**config.mk**
```make
export PLATFORM = sky130hd
export DESIGN_NAME = plc_port
export DESIGN_NICKNAME = d
export VERILOG_FILES = /design/src/plc_unused_placeholder_none.sv /design/src/plc_pkg.sv /design/src/plc_port.sv
export SDC_FILE = /design/constraint.sdc
export NUM_CORES = 1
export LEC_CHECK = 0
export ABC_CLOCK_PERIOD_IN_PS = 4150
export BUFFER_PORTS_ARGS = -buffer_cell sky130_fd_sc_hd__buf_2
export CORE_UTILIZATION = 40
export DETAILED_ROUTE_END_ITERATION = 10
export PLACE_DENSITY_LB_ADDON = 0.08
export SETUP_SLACK_MARGIN = 0.05
export SYNTH_ARGS = -nofsm -noshare
export SYNTH_HDL_FRONTEND = slang
export SYNTH_SLANG_ARGS = --single-unit
```
**constraint.sdc**
```tcl
create_clock -name pclk -period 4.15 [get_ports pclk]
set_input_delay 0.83 -clock pclk [delete_from_list [all_inputs] [get_ports pclk]]
set_output_delay 0.83 -clock pclk [all_outputs]
set_load 0.02 [all_outputs]
```
**src/plc_unused_placeholder_none.sv**
```systemverilog
// Intentionally empty: all logic lives in plc_port
`timescale 1ns/1ns

```
**src/plc_pkg.sv**
```systemverilog
// Package for the parallel LCD / camera / converter port: map, fields, types
package plc_pkg;
  // ==========================================================================
  // Register byte offsets (APB, one aligned 32-bit word each)
  localparam logic [7:0] OFF_CTRL   = 8'h00;
  localparam logic [7:0] OFF_LAYOUT = 8'h04;
  localparam logic [7:0] OFF_CLKDIV = 8'h08;
  localparam logic [7:0] OFF_TXDATA = 8'h0c;
  localparam logic [7:0] OFF_RXDATA = 8'h10;
  localparam logic [7:0] OFF_RAW    = 8'h14;
  localparam logic [7:0] OFF_CLEAR  = 8'h18;
  localparam logic [7:0] OFF_STATUS = 8'h1c;
  // ==========================================================================
  // Control word fields and reset values
  localparam int CTRL_W = 14;
  localparam logic [13:0] CTRL_RST   = 14'h0000;
  localparam logic [11:0] LAYOUT_RST = 12'h000;
  localparam logic [7:0]  CLKDIV_RST = 8'h04;
  localparam logic [2:0]  LAYOUT_CAM = 3'h1;
  typedef struct packed {
    logic rx_msb_shift;
    logic tx_msb_shift;
    logic rx_short_sync;
    logic tx_short_sync;
    logic rx_msb_right;
    logic rx_right_first;
    logic data_doubling;
    logic strobe_doubling;
    logic rx_start;
    logic tx_start;
    logic camera_enable;
    logic rx_follower_select;
    logic tx_follower_select;
    logic parallel_mode_enable;
  } plc_ctrl_t;
  // Layout word: four 3-bit fields
  typedef struct packed {
    logic [2:0] rx_queue_layout;
    logic [2:0] rx_channel_layout;
    logic [2:0] tx_queue_layout;
    logic [2:0] tx_channel_layout;
  } plc_layout_t;
  // ==========================================================================
  // Pins and side-band bundles
  typedef struct packed {
    logic        line_sync_in;
    logic        frame_sync_in;
    logic        line_valid_in;
    logic [15:0] pixel_data_in;
  } plc_cam_t;
  typedef struct packed {
    logic in_descr_done;
    logic in_complete;
    logic out_drained;
    logic out_packet_done;
    logic in_descriptor_error;
    logic out_descriptor_error;
    logic in_chain_empty;
    logic out_lists_done;
  } plc_dma_evt_t;
  // ==========================================================================
  // Event bit positions in the raw status word
  localparam int EV_TX_TIMEOUT = 0;
  localparam int EV_RX_TIMEOUT = 1;
  localparam int EV_TX_EMPTY   = 2;
  localparam int EV_TX_FULL    = 3;
  localparam int EV_RX_EMPTY   = 4;
  localparam int EV_RX_FULL    = 5;
  localparam int EV_TX_LOW     = 6;
  localparam int EV_RX_HIGH    = 7;
  localparam int EV_DMA_LSB    = 8;
  localparam int EV_W          = 16;
  // ==========================================================================
  // Queues and timing
  localparam int QDEPTH = 4;
  localparam int PTR_W  = 2;
  localparam logic [2:0] Q_FULL  = 3'd4;
  localparam logic [2:0] Q_LOW   = 3'd1;
  localparam logic [2:0] Q_HIGH  = 3'd3;
  localparam int CLK_MHZ = 100;
  localparam int HUNG_US = 10;
  localparam logic [10:0] HUNG_CYC = 11'(HUNG_US * CLK_MHZ);
  // Operating modes
  typedef enum logic [4:0] {
    MODE_IDLE = 5'b00001,
    MODE_LCD  = 5'b00010,
    MODE_CAM  = 5'b00100,
    MODE_ADC  = 5'b01000,
    MODE_DAC  = 5'b10000
  } plc_mode_t;
endpackage : plc_pkg

```
**src/plc_port.sv**
```systemverilog
// Parallel LCD / camera / converter port with APB registers
// ============================================================================
// Notes on behaviour
// - Word select runs at half bit clock
// - LCD: 24-bit bus, word select strobes
// - LCD when enabled and tx follower clear
// - LCD data laid out by layout fields
// - Strobe/data doubling pick frame form
// - Camera: 16-bit data, syncs, pixel clock
// - Capture only while all three high
// - Camera mode decode from five controls
// - Camera packing uses layouts equal one
// - ADC: master receive, paced by strobe
// - DAC: right to first, left second
// - DAC sample in upper element byte
// - DAC decode needs sync/shift bits clear
// - Timeout events for transmit and receive
// - Queue empty and full events
// - Low and high water events
// - Lists consumed, receive chain empty events
// - Descriptor error events, both chains
// - Packet done and drained events
// - Receive complete and descriptor done events
// - Raw status bits regardless of enables
// - Empty transmitter repeats last data
//
// Register access over APB and the placing of the registers were chosen for this implementation.
`timescale 1ns/1ns
module plc_port
  import plc_pkg::*;
(
  // Clock and reset
  input  wire logic                 pclk,
  input  wire logic                 presetn,
  // APB slave
  input  wire logic                 psel,
  input  wire logic                 penable,
  input  wire logic                 pwrite,
  input  wire logic [7:0]           paddr,
  input  wire logic [31:0]          pwdata,
  output logic                      pready,
  output logic [31:0]               prdata,
  output logic                      pslverr,
  // Strobe / pixel clock pin
  input  wire logic                 word_select_in,
  output logic                      word_select_out,
  output logic                      word_select_oe,
  output logic                      bit_clock_out,
  // Camera pins
  input  wire plc_pkg::plc_cam_t    cam_in,
  // LCD and DAC outputs
  output logic [23:0]               lcd_data_out,
  output logic [7:0]                dac_right_out,
  output logic [7:0]                dac_left_out,
  // On-chip ADC results and DMA events
  input  wire logic [15:0]          adc_data_in,
  input  wire plc_pkg::plc_dma_evt_t dma_evt_in
);
  import plc_pkg::*;

  // ==========================================================================
  // Helpers
  // LCD word from a queue word; 16-bit modes pick one half by channel layout
  function automatic logic [23:0] lcd_word(input logic [31:0] w, input logic [2:0] chan,
                                           input logic [2:0] qmode);
    logic [15:0] half;
    half = (chan == 3'd1) ? w[31:16] : w[15:0];
    lcd_word = qmode[1] ? w[23:0] : {8'h00, half};
  endfunction : lcd_word
  function automatic logic [PTR_W-1:0] ptr_inc(input logic [PTR_W-1:0] p);
    ptr_inc = p + 1'b1;
  endfunction : ptr_inc

  // ==========================================================================
  // Registers
  plc_ctrl_t        ctrl_q;
  plc_layout_t      layout_q;
  logic [7:0]       clkdiv_q;
  logic [EV_W-1:0]  raw_q;
  logic [EV_W-1:0]  raw_d;
  logic             pready_q;
  logic [31:0]      prdata_q;
  logic             pslverr_q;
  plc_mode_t        mode_q;
  plc_mode_t        mode_d;

  // APB decode: answer one cycle into the access phase
  wire acc      = psel & penable;
  wire done     = acc & pready_q;
  wire wr_done  = done & pwrite;
  wire rd_done  = done & ~pwrite;
  wire hit      = (paddr[7:5] == 3'b000) & (paddr[1:0] == 2'b00);
  wire wr_ctrl  = wr_done & (paddr == OFF_CTRL);
  wire wr_lay   = wr_done & (paddr == OFF_LAYOUT);
  wire wr_div   = wr_done & (paddr == OFF_CLKDIV);
  wire wr_tx    = wr_done & (paddr == OFF_TXDATA);
  wire wr_clr   = wr_done & (paddr == OFF_CLEAR);
  wire rd_rx    = rd_done & (paddr == OFF_RXDATA);

  // ==========================================================================
  // Queues: four words each, software side and link side
  logic [31:0]      txq_mem [QDEPTH];
  logic [31:0]      rxq_mem [QDEPTH];
  logic [PTR_W-1:0] txq_wp_q;
  logic [PTR_W-1:0] txq_rp_q;
  logic [PTR_W-1:0] rxq_wp_q;
  logic [PTR_W-1:0] rxq_rp_q;
  logic [2:0]       txq_cnt_q;
  logic [2:0]       rxq_cnt_q;
  wire  tx_empty = (txq_cnt_q == 3'd0);
  wire  tx_full  = (txq_cnt_q == Q_FULL);
  wire  rx_empty = (rxq_cnt_q == 3'd0);
  wire  rx_full  = (rxq_cnt_q == Q_FULL);
  logic tx_pop;
  logic rx_push;
  logic [31:0] rx_word;
  // A write to a full queue is dropped rather than stalling the bus
  wire  tx_push = wr_tx & ~tx_full;
  wire  rx_pop  = rd_rx & ~rx_empty;

  // ==========================================================================
  // Mode decode
  wire  en        = ctrl_q.parallel_mode_enable;
  wire  cam_sel   = en & ctrl_q.camera_enable & ctrl_q.rx_follower_select
                  & ~ctrl_q.rx_right_first & ~ctrl_q.rx_msb_right;
  wire  dac_sel   = en & ~ctrl_q.tx_follower_select & ~ctrl_q.tx_short_sync
                  & ~ctrl_q.rx_short_sync & ~ctrl_q.tx_msb_shift
                  & ~ctrl_q.rx_msb_shift & (layout_q.tx_queue_layout == 3'd0);
  wire  lcd_sel   = en & ~ctrl_q.tx_follower_select;
  wire  adc_sel   = en & ~ctrl_q.rx_follower_select & ~ctrl_q.camera_enable;
  // Camera first, then DAC (narrower decode of transmit), LCD, ADC
  always_comb
  begin
    if (cam_sel)
      mode_d = MODE_CAM;
    else if (dac_sel && ctrl_q.tx_start)
      mode_d = MODE_DAC;
    else if (lcd_sel && ctrl_q.tx_start)
      mode_d = MODE_LCD;
    else if (adc_sel && ctrl_q.rx_start)
      mode_d = MODE_ADC;
    else
      mode_d = MODE_IDLE;
  end
  wire master_run = (mode_q == MODE_LCD) | (mode_q == MODE_DAC) | (mode_q == MODE_ADC);

  // ==========================================================================
  // Bit clock divider and word select
  logic [7:0] div_cnt_q;
  logic       bck_q;
  logic       ws_q;
  logic       ws_oe_q;
  wire        div_hit = (div_cnt_q >= clkdiv_q);
  wire        bck_rise = master_run & div_hit & ~bck_q;
  wire        ws_fall = bck_rise & ws_q;
  wire        ws_rise = bck_rise & ~ws_q;
  // Divider restarts whenever no master mode runs, so the first edge is clean
  always_ff @(posedge pclk or negedge presetn)
  begin
    if (!presetn)
    begin
      div_cnt_q <= 8'h00;
      bck_q     <= 1'b0;
      ws_q      <= 1'b0;
      ws_oe_q   <= 1'b0;
    end
    else
    begin
      div_cnt_q <= (!master_run || div_hit) ? 8'h00 : div_cnt_q + 8'h01;
      bck_q     <= master_run & (div_hit ? ~bck_q : bck_q);
      ws_q      <= master_run & (bck_rise ? ~ws_q : ws_q);
      ws_oe_q   <= master_run;
    end
  end

  // ==========================================================================
  // LCD and DAC transmit path
  logic [23:0] lcd_q;
  logic [7:0]  dac_r_q;
  logic [7:0]  dac_l_q;
  logic        half_q;
  wire  [31:0] tx_head = txq_mem[txq_rp_q];
  // Form 1 (strobe doubling only) holds each word for two strobes;
  // form 2 (both set) gives a new word on every strobe
  wire  hold_two = ctrl_q.strobe_doubling & ~ctrl_q.data_doubling;
  wire  tx_slot  = ws_fall & ((mode_q == MODE_LCD) | (mode_q == MODE_DAC))
                 & ~(hold_two & ~half_q);
  assign tx_pop  = tx_slot & ~tx_empty;
  always_ff @(posedge pclk or negedge presetn)
  begin
    if (!presetn)
    begin
      lcd_q   <= 24'h000000;
      dac_r_q <= 8'h00;
      dac_l_q <= 8'h00;
      half_q  <= 1'b0;
    end
    else
    begin
      if (ws_fall)
        half_q <= ~half_q;
      // Empty queue leaves the last word standing on the bus
      if (tx_pop && mode_q == MODE_LCD)
        lcd_q <= lcd_word(tx_head, layout_q.tx_channel_layout,
                          layout_q.tx_queue_layout);
      if (tx_pop && mode_q == MODE_DAC)
      begin
        dac_r_q <= tx_head[15:8];
        dac_l_q <= tx_head[31:24];
      end
    end
  end

  // ==========================================================================
  // Camera pins: two flip-flops before any logic looks at them
  plc_cam_t cam_s1_q;
  plc_cam_t cam_s2_q;
  logic     pclk_s1_q;
  logic     pclk_s2_q;
  logic     pclk_s3_q;
  always_ff @(posedge pclk or negedge presetn)
  begin
    if (!presetn)
    begin
      cam_s1_q  <= '0;
      cam_s2_q  <= '0;
      pclk_s1_q <= 1'b0;
      pclk_s2_q <= 1'b0;
      pclk_s3_q <= 1'b0;
    end
    else
    begin
      cam_s1_q  <= cam_in;
      cam_s2_q  <= cam_s1_q;
      pclk_s1_q <= word_select_in;
      pclk_s2_q <= pclk_s1_q;
      pclk_s3_q <= pclk_s2_q;
    end
  end
  wire cam_qual = cam_s2_q.line_sync_in & cam_s2_q.frame_sync_in
                & cam_s2_q.line_valid_in;
  wire cam_pack = (layout_q.rx_channel_layout == LAYOUT_CAM)
                & (layout_q.rx_queue_layout == LAYOUT_CAM);
  wire cam_take = (mode_q == MODE_CAM) & ctrl_q.rx_start & pclk_s2_q & ~pclk_s3_q
                & cam_qual & cam_pack;
  // ADC results are sampled on each rising strobe
  wire adc_take = (mode_q == MODE_ADC) & ws_rise;
  assign rx_word = {16'h0000, cam_take ? cam_s2_q.pixel_data_in : adc_data_in};
  // A full receive queue drops the word; the full event tells software
  assign rx_push = (cam_take | adc_take) & ~rx_full;

  // ==========================================================================
  // Queue storage and pointers
  always_ff @(posedge pclk)
  begin
    if (tx_push)
      txq_mem[txq_wp_q] <= pwdata;
    if (rx_push)
      rxq_mem[rxq_wp_q] <= rx_word;
  end
  always_ff @(posedge pclk or negedge presetn)
  begin
    if (!presetn)
    begin
      txq_wp_q  <= '0;
      txq_rp_q  <= '0;
      rxq_wp_q  <= '0;
      rxq_rp_q  <= '0;
      txq_cnt_q <= 3'd0;
      rxq_cnt_q <= 3'd0;
    end
    else
    begin
      if (tx_push)
        txq_wp_q <= ptr_inc(txq_wp_q);
      if (tx_pop)
        txq_rp_q <= ptr_inc(txq_rp_q);
      if (rx_push)
        rxq_wp_q <= ptr_inc(rxq_wp_q);
      if (rx_pop)
        rxq_rp_q <= ptr_inc(rxq_rp_q);
      txq_cnt_q <= txq_cnt_q + {2'b00, tx_push} - {2'b00, tx_pop};
      rxq_cnt_q <= rxq_cnt_q + {2'b00, rx_push} - {2'b00, rx_pop};
    end
  end

  // ==========================================================================
  // Stall timers
  logic [10:0] tx_idle_q;
  logic [10:0] rx_idle_q;
  wire  tx_wait  = ((mode_q == MODE_LCD) | (mode_q == MODE_DAC)) & tx_empty;
  wire  rx_wait  = ((mode_q == MODE_CAM) | (mode_q == MODE_ADC)) & ctrl_q.rx_start
                 & ~rx_push;
  wire  tx_hung  = tx_wait & (tx_idle_q == HUNG_CYC - 11'd1);
  wire  rx_hung  = rx_wait & (rx_idle_q == HUNG_CYC - 11'd1);
  always_ff @(posedge pclk or negedge presetn)
  begin
    if (!presetn)
    begin
      tx_idle_q <= 11'd0;
      rx_idle_q <= 11'd0;
    end
    else
    begin
      tx_idle_q <= (tx_wait && !tx_hung) ? tx_idle_q + 11'd1 : 11'd0;
      rx_idle_q <= (rx_wait && !rx_hung) ? rx_idle_q + 11'd1 : 11'd0;
    end
  end

  // ==========================================================================
  // Raw event status: edges of queue levels, timers and DMA pulses
  logic [7:0]  lvl_prev_q;
  wire  [7:0]  lvl_now = {rxq_cnt_q >= Q_HIGH, txq_cnt_q <= Q_LOW, rx_full, rx_empty,
                          tx_full, tx_empty, 2'b00};
  wire  [EV_W-1:0] ev_set = {dma_evt_in,
                             lvl_now & ~lvl_prev_q} | {14'h0000, rx_hung, tx_hung};
  // Setting wins over a clear in the same cycle
  assign raw_d = (raw_q & ~(wr_clr ? pwdata[EV_W-1:0] : '0)) | ev_set;
  always_ff @(posedge pclk or negedge presetn)
  begin
    if (!presetn)
    begin
      raw_q      <= '0;
      lvl_prev_q <= 8'h54;
      mode_q     <= MODE_IDLE;
    end
    else
    begin
      raw_q      <= raw_d;
      lvl_prev_q <= lvl_now;
      mode_q     <= mode_d;
    end
  end

  // ==========================================================================
  // APB register writes and read answer
  logic [31:0] rd_mux;
  always_comb
  begin
    case (paddr)
      OFF_CTRL:   rd_mux = {18'h00000, ctrl_q};
      OFF_LAYOUT: rd_mux = {20'h00000, layout_q};
      OFF_CLKDIV: rd_mux = {24'h000000, clkdiv_q};
      OFF_RXDATA: rd_mux = rxq_mem[rxq_rp_q];
      OFF_RAW:    rd_mux = {16'h0000, raw_q};
      OFF_STATUS: rd_mux = {21'h000000, rxq_cnt_q, txq_cnt_q, mode_q};
      default:    rd_mux = 32'h00000000;
    endcase
  end
  always_ff @(posedge pclk or negedge presetn)
  begin
    if (!presetn)
    begin
      ctrl_q    <= CTRL_RST;
      layout_q  <= LAYOUT_RST;
      clkdiv_q  <= CLKDIV_RST;
      pready_q  <= 1'b0;
      prdata_q  <= 32'h00000000;
      pslverr_q <= 1'b0;
    end
    else
    begin
      pready_q  <= acc & ~pready_q;
      prdata_q  <= (acc && !pready_q && !pwrite) ? rd_mux : 32'h00000000;
      pslverr_q <= acc & ~pready_q & ~hit;
      if (wr_ctrl)
        ctrl_q <= pwdata[CTRL_W-1:0];
      if (wr_lay)
        layout_q <= pwdata[11:0];
      if (wr_div)
        clkdiv_q <= pwdata[7:0];
    end
  end

  // ==========================================================================
  // Outputs straight from flip-flops
  assign pready          = pready_q;
  assign prdata          = prdata_q;
  assign pslverr         = pslverr_q;
  assign word_select_out = ws_q;
  assign word_select_oe  = ws_oe_q;
  assign bit_clock_out   = bck_q;
  assign lcd_data_out    = lcd_q;
  assign dac_right_out   = dac_r_q;
  assign dac_left_out    = dac_l_q;
endmodule : plc_port

```
======== Word level (Yosys, flattened, before mapping) ========
Memory sizes are Yosys's and may differ from the RTL's.
Cells that the tools add are included.
word-level totals
  latch bits .............................. 0
  register bits after elaboration ......... 224
  word-level logic and storage cells ...... 212
  bits in writable memories ............... 192
  memory bits (read-only) ................. 0
  memories kept ........................... 2
memories
  name     depth  width  read ports  clocked after Yosys merged registers in  wr ports  line             RTL
  txq_mem  4      32     1           0                                        1         plc_port.sv:102  logic [31:0] txq_mem [QDEPTH];
  rxq_mem  4      16     1           0                                        1         plc_port.sv:103  logic [31:0] rxq_mem [QDEPTH];
operators by class
  shifts and indexed selects .............. 0
  $mul .................................... 0
  muxes and demuxes ....................... 19
  add/subtract/negate cells ............... 11
  reductions and logical operators ........ 21
  bitwise gates (word level) .............. 86
  divide/modulo/power cells ............... 0
  $lt $le $gt $ge ......................... 3
  equal/unequal tests ..................... 18
operator list
  kind                   count
  $pmux 32 s6            1
  $and 1x1->1            53
  $mux 16                3
  $eq 8x5->1 const B     4
  $mux 32                1
  $mux 24                1
  $not 1->1              23
  $add 11x1->11 const B  2
  $eq 11x10->1 const B   2
  $mux 11                2
  $and 16x16->16         1
  $eq 8x4->1 const B     2
  $not 16->16            1
  $or 16x16->16          1
  $or 16x2->16           1
  $mux 5                 3
  $logic_not 3->1        4
  $eq 3x1->1 const B     3
  $logic_and 1x1->1      9
  $add 2x1->2 const B    4
  $add 8x1->8 const B    1
  $and 8x8->8            1
  $eq 8x3->1 const B     1
  $ge 8x8->1             1
  18 further kinds       33

======== Longest topological paths before layout ========
  word-level depth ........................ 15
  mapped depth ............................ 18

======== Least setup slack after synthesis ========
No wires, ideal clock.
  kind .................................... register to register
  start point ............................. reg clkdiv_q[2]
  end point ............................... reg rxq_cnt_q[2]
  cell stages (with the launch flop) ...... 19
  period minus slack after synthesis ...... 3.683 ns
  slack ................................... 0.467 ns
  required time ........................... 4.027 ns
  buffers on the path ..................... 1
  data arrival time ....................... 3.561 ns
  path through ............................ dfstp_2 inv_1 ha_1 o21a_1 nor2_1 o31ai_2 nor2b_1 ha_1 and4bb_2 nand3_1 o31ai_4 buf_2 inv_1 ha_1 inv_1 ha_1 inv_1 fa_1 xnor2_1
between the ends
  word-level cells in the longest chain between the ends .. 9
RTL lines
  element                   line             RTL
  start: declaration        plc_port.sv:78   logic [7:0] clkdiv_q;
  start signal: assignment  plc_port.sv:371  clkdiv_q <= pwdata[7:0];
  $ge 8x8->1                plc_port.sv:153  wire div_hit = (div_cnt_q >= clkdiv_q);
  $and 1x1->1 (2 in a row)  plc_port.sv:154  wire bck_rise = master_run & div_hit & ~bck_q;
  $and 1x1->1               plc_port.sv:156  wire ws_rise = bck_rise & ~ws_q;
  $and 1x1->1               plc_port.sv:247  wire adc_take = (mode_q == MODE_ADC) & ws_rise;
  $or 1x1->1                plc_port.sv:250  assign rx_push = (cam_take | adc_take) & ~rx_full;
  $and 1x1->1               plc_port.sv:250
  $add 3x1->3               plc_port.sv:283  rxq_cnt_q <= rxq_cnt_q + {2'b00, rx_push} - {2'b00, rx_pop};
  $sub 3x1->3               plc_port.sv:283
  end signal: assignment    plc_port.sv:283
  end: declaration          plc_port.sv:109  logic [2:0] rxq_cnt_q;
No other way between the ends.
A chain may end at the register's enable or synchronous reset.

======== Worst setup path in the final report ========
  start point ............................. reg div_cnt_q[0]
  end point ............................... reg rxq_cnt_q[2]
between the ends
  word-level cells in the longest chain between the ends .. 9
RTL lines
  element                   line             RTL
  start: declaration        plc_port.sv:149  logic [7:0] div_cnt_q;
  start signal: assignment  plc_port.sv:169  div_cnt_q <= (!master_run || div_hit) ? 8'h00 : div_cnt_q + 8'h01;
  $ge 8x8->1                plc_port.sv:153
  $and 1x1->1 (2 in a row)  plc_port.sv:154
  $and 1x1->1               plc_port.sv:156
  $and 1x1->1               plc_port.sv:247
  $or 1x1->1                plc_port.sv:250
  $and 1x1->1               plc_port.sv:250
  $add 3x1->3               plc_port.sv:283
  $sub 3x1->3               plc_port.sv:283
No other way between the ends.

==> results.md <==
- The run finished with clean final reports.
- The critical path's largest stage delay is 0.55 ns.
- The area fraction of the dominant cell type after synthesis is a little over a third.
- The number of nets in the layout is approximately 1300.
- The worst setup path is launched from a register.
- Among all flip-flop cells after synthesis, the most frequent one is dfrtp_1.
- The minimum clock period is roughly 3.6 ns.
- between 150 and 200 I/O pins were placed.
- The proportion of power drawn by combinational gates is approximately 2.7%.
- The final setup skew is 0.0184 ns.
- The sequential share of power is between 50% and 60%.
- The routed wirelength normalized by instance count is 20.4 um.
- The post-cts repair resize count is 0.
- The routed via count divided by cell count is around 5.1.
- Counting distinct cell types in the post-synthesis netlist gives between 60 and 70.
- Synthesis inferred 400 register bits.
- The die boundary width is between 200 and 250 um.
- The class of the tightest hold or removal check is in -> async.
- The number of enable-type register cells in the synthesized netlist is 192.
- At the worst endpoint, the required time is 4.60 ns.
- The number of global-route vias before repair came to 9264.
- The number of nets with antenna violations after routing is 0.
- The initial core utilization is between 40 and 50%.
- Routability-driven placement finished with a final weighted congestion of 0.781.
- The signal on the critical path passes through inv_1 -> ha_1 -> nand2b_1 -> a2111oi_0 -> o31ai_2 -> nor2b_1 -> ha_1 -> and4bb_2 -> nand3_1 -> o31ai_4 -> inv_1 -> ha_1 -> inv_1 -> ha_1 -> inv_1 -> fa_1 -> xnor2_1.
- The number of vias after detailed routing is approximately 9000.
- The global route total overflow is 0.
- Adding up every negative setup slack in the final design gives 0 ns.
- The worst slack after detailed placement is about 0.46 ns.
- The number of clock sinks is 400.
- Net switching is about a fifth of the power.
- The category of the critical setup timing path is reg -> reg.
- The cell internal power dissipation is ~0.0067 W.
- The area inside the core boundary is 40100 sq um.
- Measured against its own limit, the worst slew margin works out to 43.3%.
- Broken down by cell family, the worst path's largest delay share belongs to adder cells.
- The biggest area consumer among synthesized cells is edfxtp_1.
- The number of maximum-capacitance violations is 0.
- For this run, the share of the core covered by cells in the final layout is 48.1%.
- The pin slew with the least headroom to its limit is 0.850 ns.
- The count of input and output buffers is between 100 and 150.
- Counting along the longest clock path gives a buffer depth of 3.
- The maximum number of pins on one net before global-route repair is 97.
- For this design, the slowest cell found on the critical path is a2111oi_0.
- The clock transition time at the flip-flop clock pins of the worst setup and hold paths is about 0.060 ns.
- The mean post-synth cell area is between 15 and 20 sq um.
- The number of pins with negative max-slew slack in the final report is 0.
- The global-route wire length before repair is 55.9 mm.
- The number of setup buffers added after CTS is 0.
- The net load switching power is ~0.0017 W.
- Setup repair after global routing left no endpoint under its margin.
- The Yosys step of the flow raised 0 warnings.
- Compared with the post-synthesis result, the final layout area differs by 17.9%.
- The half-perimeter wire length after placement is roughly 25 mm.
- The floorplan has 73 rows.
- The clock share of power is 47.0%.
- Buffers inserted during clock tree synthesis total 44.
- The ratio of total power to cell area is ~430 nW/um^2.
- The number of buffers added to fix hold violations after cts is 0.
- The ratio of cells with drive above 1 in the final layout is between 30% and 40%.
- In the post-synthesis netlist, the biggest area contributors are edfxtp_1, dfrtp_1, mux4_2.
- Along the worst path, the maximum fanout reaches 19.
- The number of antenna violations at the first check in global routing was 2.
- The endpoint identified for the worst register-to-register timing path is rxq_cnt_q[2].
- The setup violation total in the final timing report is 0.
- For this design the static power due to leakage is about 8 nW.
- The post-synthesis sequential area ratio is between 60 and 70%.
- For the worst flop-to-flop path, the logic depth is 17.
- The number of levels in the clock H-tree is 2.
- TritonCTS built the clock tree.
- The synthesized netlist occupies a cell area of around 16000 sq um.
- Setup slack on the worst reg-to-reg path comes out at about 0.54 ns.
- The final routed DRC violation total is 0.
- The height of the die is ~200 um.
- The sum of buffers and inverters on the critical path is 4.
- The routed design has 36.2 mm of wire.
- The async set-or-reset flop fraction in the synthesized netlist is between 50% and 60%.
- The first detailed-routing pass ran for 5 iterations.
- The number of hold violations in the final report was 0.
- The slack of the critical path is around 0.54 ns.
- The signal arrival time at the worst endpoint is a little over 4 ns.
- For this run, the total global-route usage over all layers was measured as between 10% and 20%.
- Across the VDD grid, the largest voltage drop is approximately 0.29 mV.
- In the finished design, the share of the clock period the worst path needs comes to ~87%.
- At the later pin of the worst-skew pair, clock insertion delay measures 0.57 ns.
- Static timing analysis puts the maximum clock frequency at roughly 280 MHz.
- 0 antenna diodes ended up in the layout.
- Counting the fill cells in the layout gives roughly 3500.
- The DRC violation total after the first TritonRoute iteration is 462.
- The die covers 41800 sq um.
- The critical register-to-register path startpoint is div_cnt_q[0].
- The gate count after technology mapping is 1028.
- The element type at the critical path end is a register.
- The root cell of the clock tree is clkbuf_16.
## state kept, by name, indices dropped and copies added, names as in the netlist, 11 cells and up
register and count:
cam_s1_q 19, cam_s2_q 19, ctrl_q 13, layout_q 12, lcd_data_out 24, prdata 16
raw_q 16, rx_idle_q 11, rxq_mem 64, tx_idle_q 11, txq_mem 128
## synthesized netlist by cell type (11+ instances only)
cell type and instances:
a21o_1 13, a21oi_1 15, and2_1 12, buf_2 12
buf_4 23, clkbuf_1 18, dfrtp_1 203, edfxtp_1 192
ha_1 27, inv_1 34, mux2_2 91, mux2i_1 19
mux4_2 48, nand2_1 35, nand3_1 41, nor2_1 38
nor3_1 32, xnor2_1 25, xor2_1 11
## kinds of logic (layout without fill, tap and decap cells)
family,after synthesis,in the layout,synth area share (%)
DFF,400,400,67.0
and+or+nand+nor,214,214,7.05
muxes,169,169,15.0
buffers and inverters,94,304,2.89
AOI/OAI and AO/OA,85,85,3.77
xor gates and xnor gates,36,36,1.93
adders and majority gates,29,29,2.31
other,1,16,0.0229
## layout by cell type, fill, tap and decap left out, types with 34 or more instances in the layout
master / instances
nand2_1: 35
buf_4: 36
mux2_2: 91
dfrtp_1: 202
clkbuf_16: 48
nor2_1: 38
inv_1: 34
edfxtp_1: 192
nand3_1: 41
mux4_2: 48
buf_2: 148
## routing by layer
metal  vias to the layer above  part of all wire (%)  track usage (%)  wire length (um)
li1                       4192                     -                -                 -
met1                      4543                    46             24.2             16700
met2                       191                    47             28.9             17200
met3                        63                   4.3             3.95              1560
met4                         4                   2.2             5.09               798
met5                         -                 0.075                0                27
## area by class of cell
class / count / area (sq um) / area share (%)
timing repair buffer: 187 / 1070 / 5.52
clock buffer: 66 / 1320 / 6.83
clock inverter: 16 / 161 / 0.836
sequential: 400 / 11000 / 56.9
tap: 525 / 657 / 3.40
inverter: 35 / 131 / 0.681
multi-input combinational: 549 / 4990 / 25.9
## how the worst max path moves through the flow
stage | from | to | slack [ns] | depth (start not counted)
2_1_floorplan | clkdiv_q[2] | rxq_cnt_q[2] | 0.47 | 18
3_3_place_gp | div_cnt_q[0] | rxq_cnt_q[1] | 0.55 | 17
3_5_place_dp | div_cnt_q[0] | rxq_cnt_q[2] | 0.46 | 17
4_1_cts | div_cnt_q[0] | rxq_cnt_q[2] | 0.46 | 17
5_1_grt | div_cnt_q[0] | rxq_cnt_q[2] | 0.25 | 17
6_report | div_cnt_q[0] | rxq_cnt_q[2] | 0.54 | 17
## through the flow
stage / cell area (sq um) / hold slack [ns] / total power, W / std cells
floorplan: 16400 / 0.331 / 0.00438 / 1043
global placement: 17800 / 0.332 / 0.00451 / 1696
detailed placement: 17800 / 0.335 / 0.00452 / 1696
CTS: 19300 / 0.315 / 0.00848 / 1778
global route: 19300 / 0.341 / 0.00866 / 1778
finish: 19300 / 0.298 / 0.00837 / 1778
## power groups by stage
stage	Sequential (W)	Combinational [W]	Clock [W]
final	0.00421	0.000222	0.00394
after global routing	0.00421	0.000249	0.00420
after CTS	0.00421	0.000229	0.00404
after detailed placement	0.00429	0.000228	0
after global placement	0.00429	0.000226	0
after floorplan	0.00428	0.0000918	0
Power figures use the tool's default switching activity.
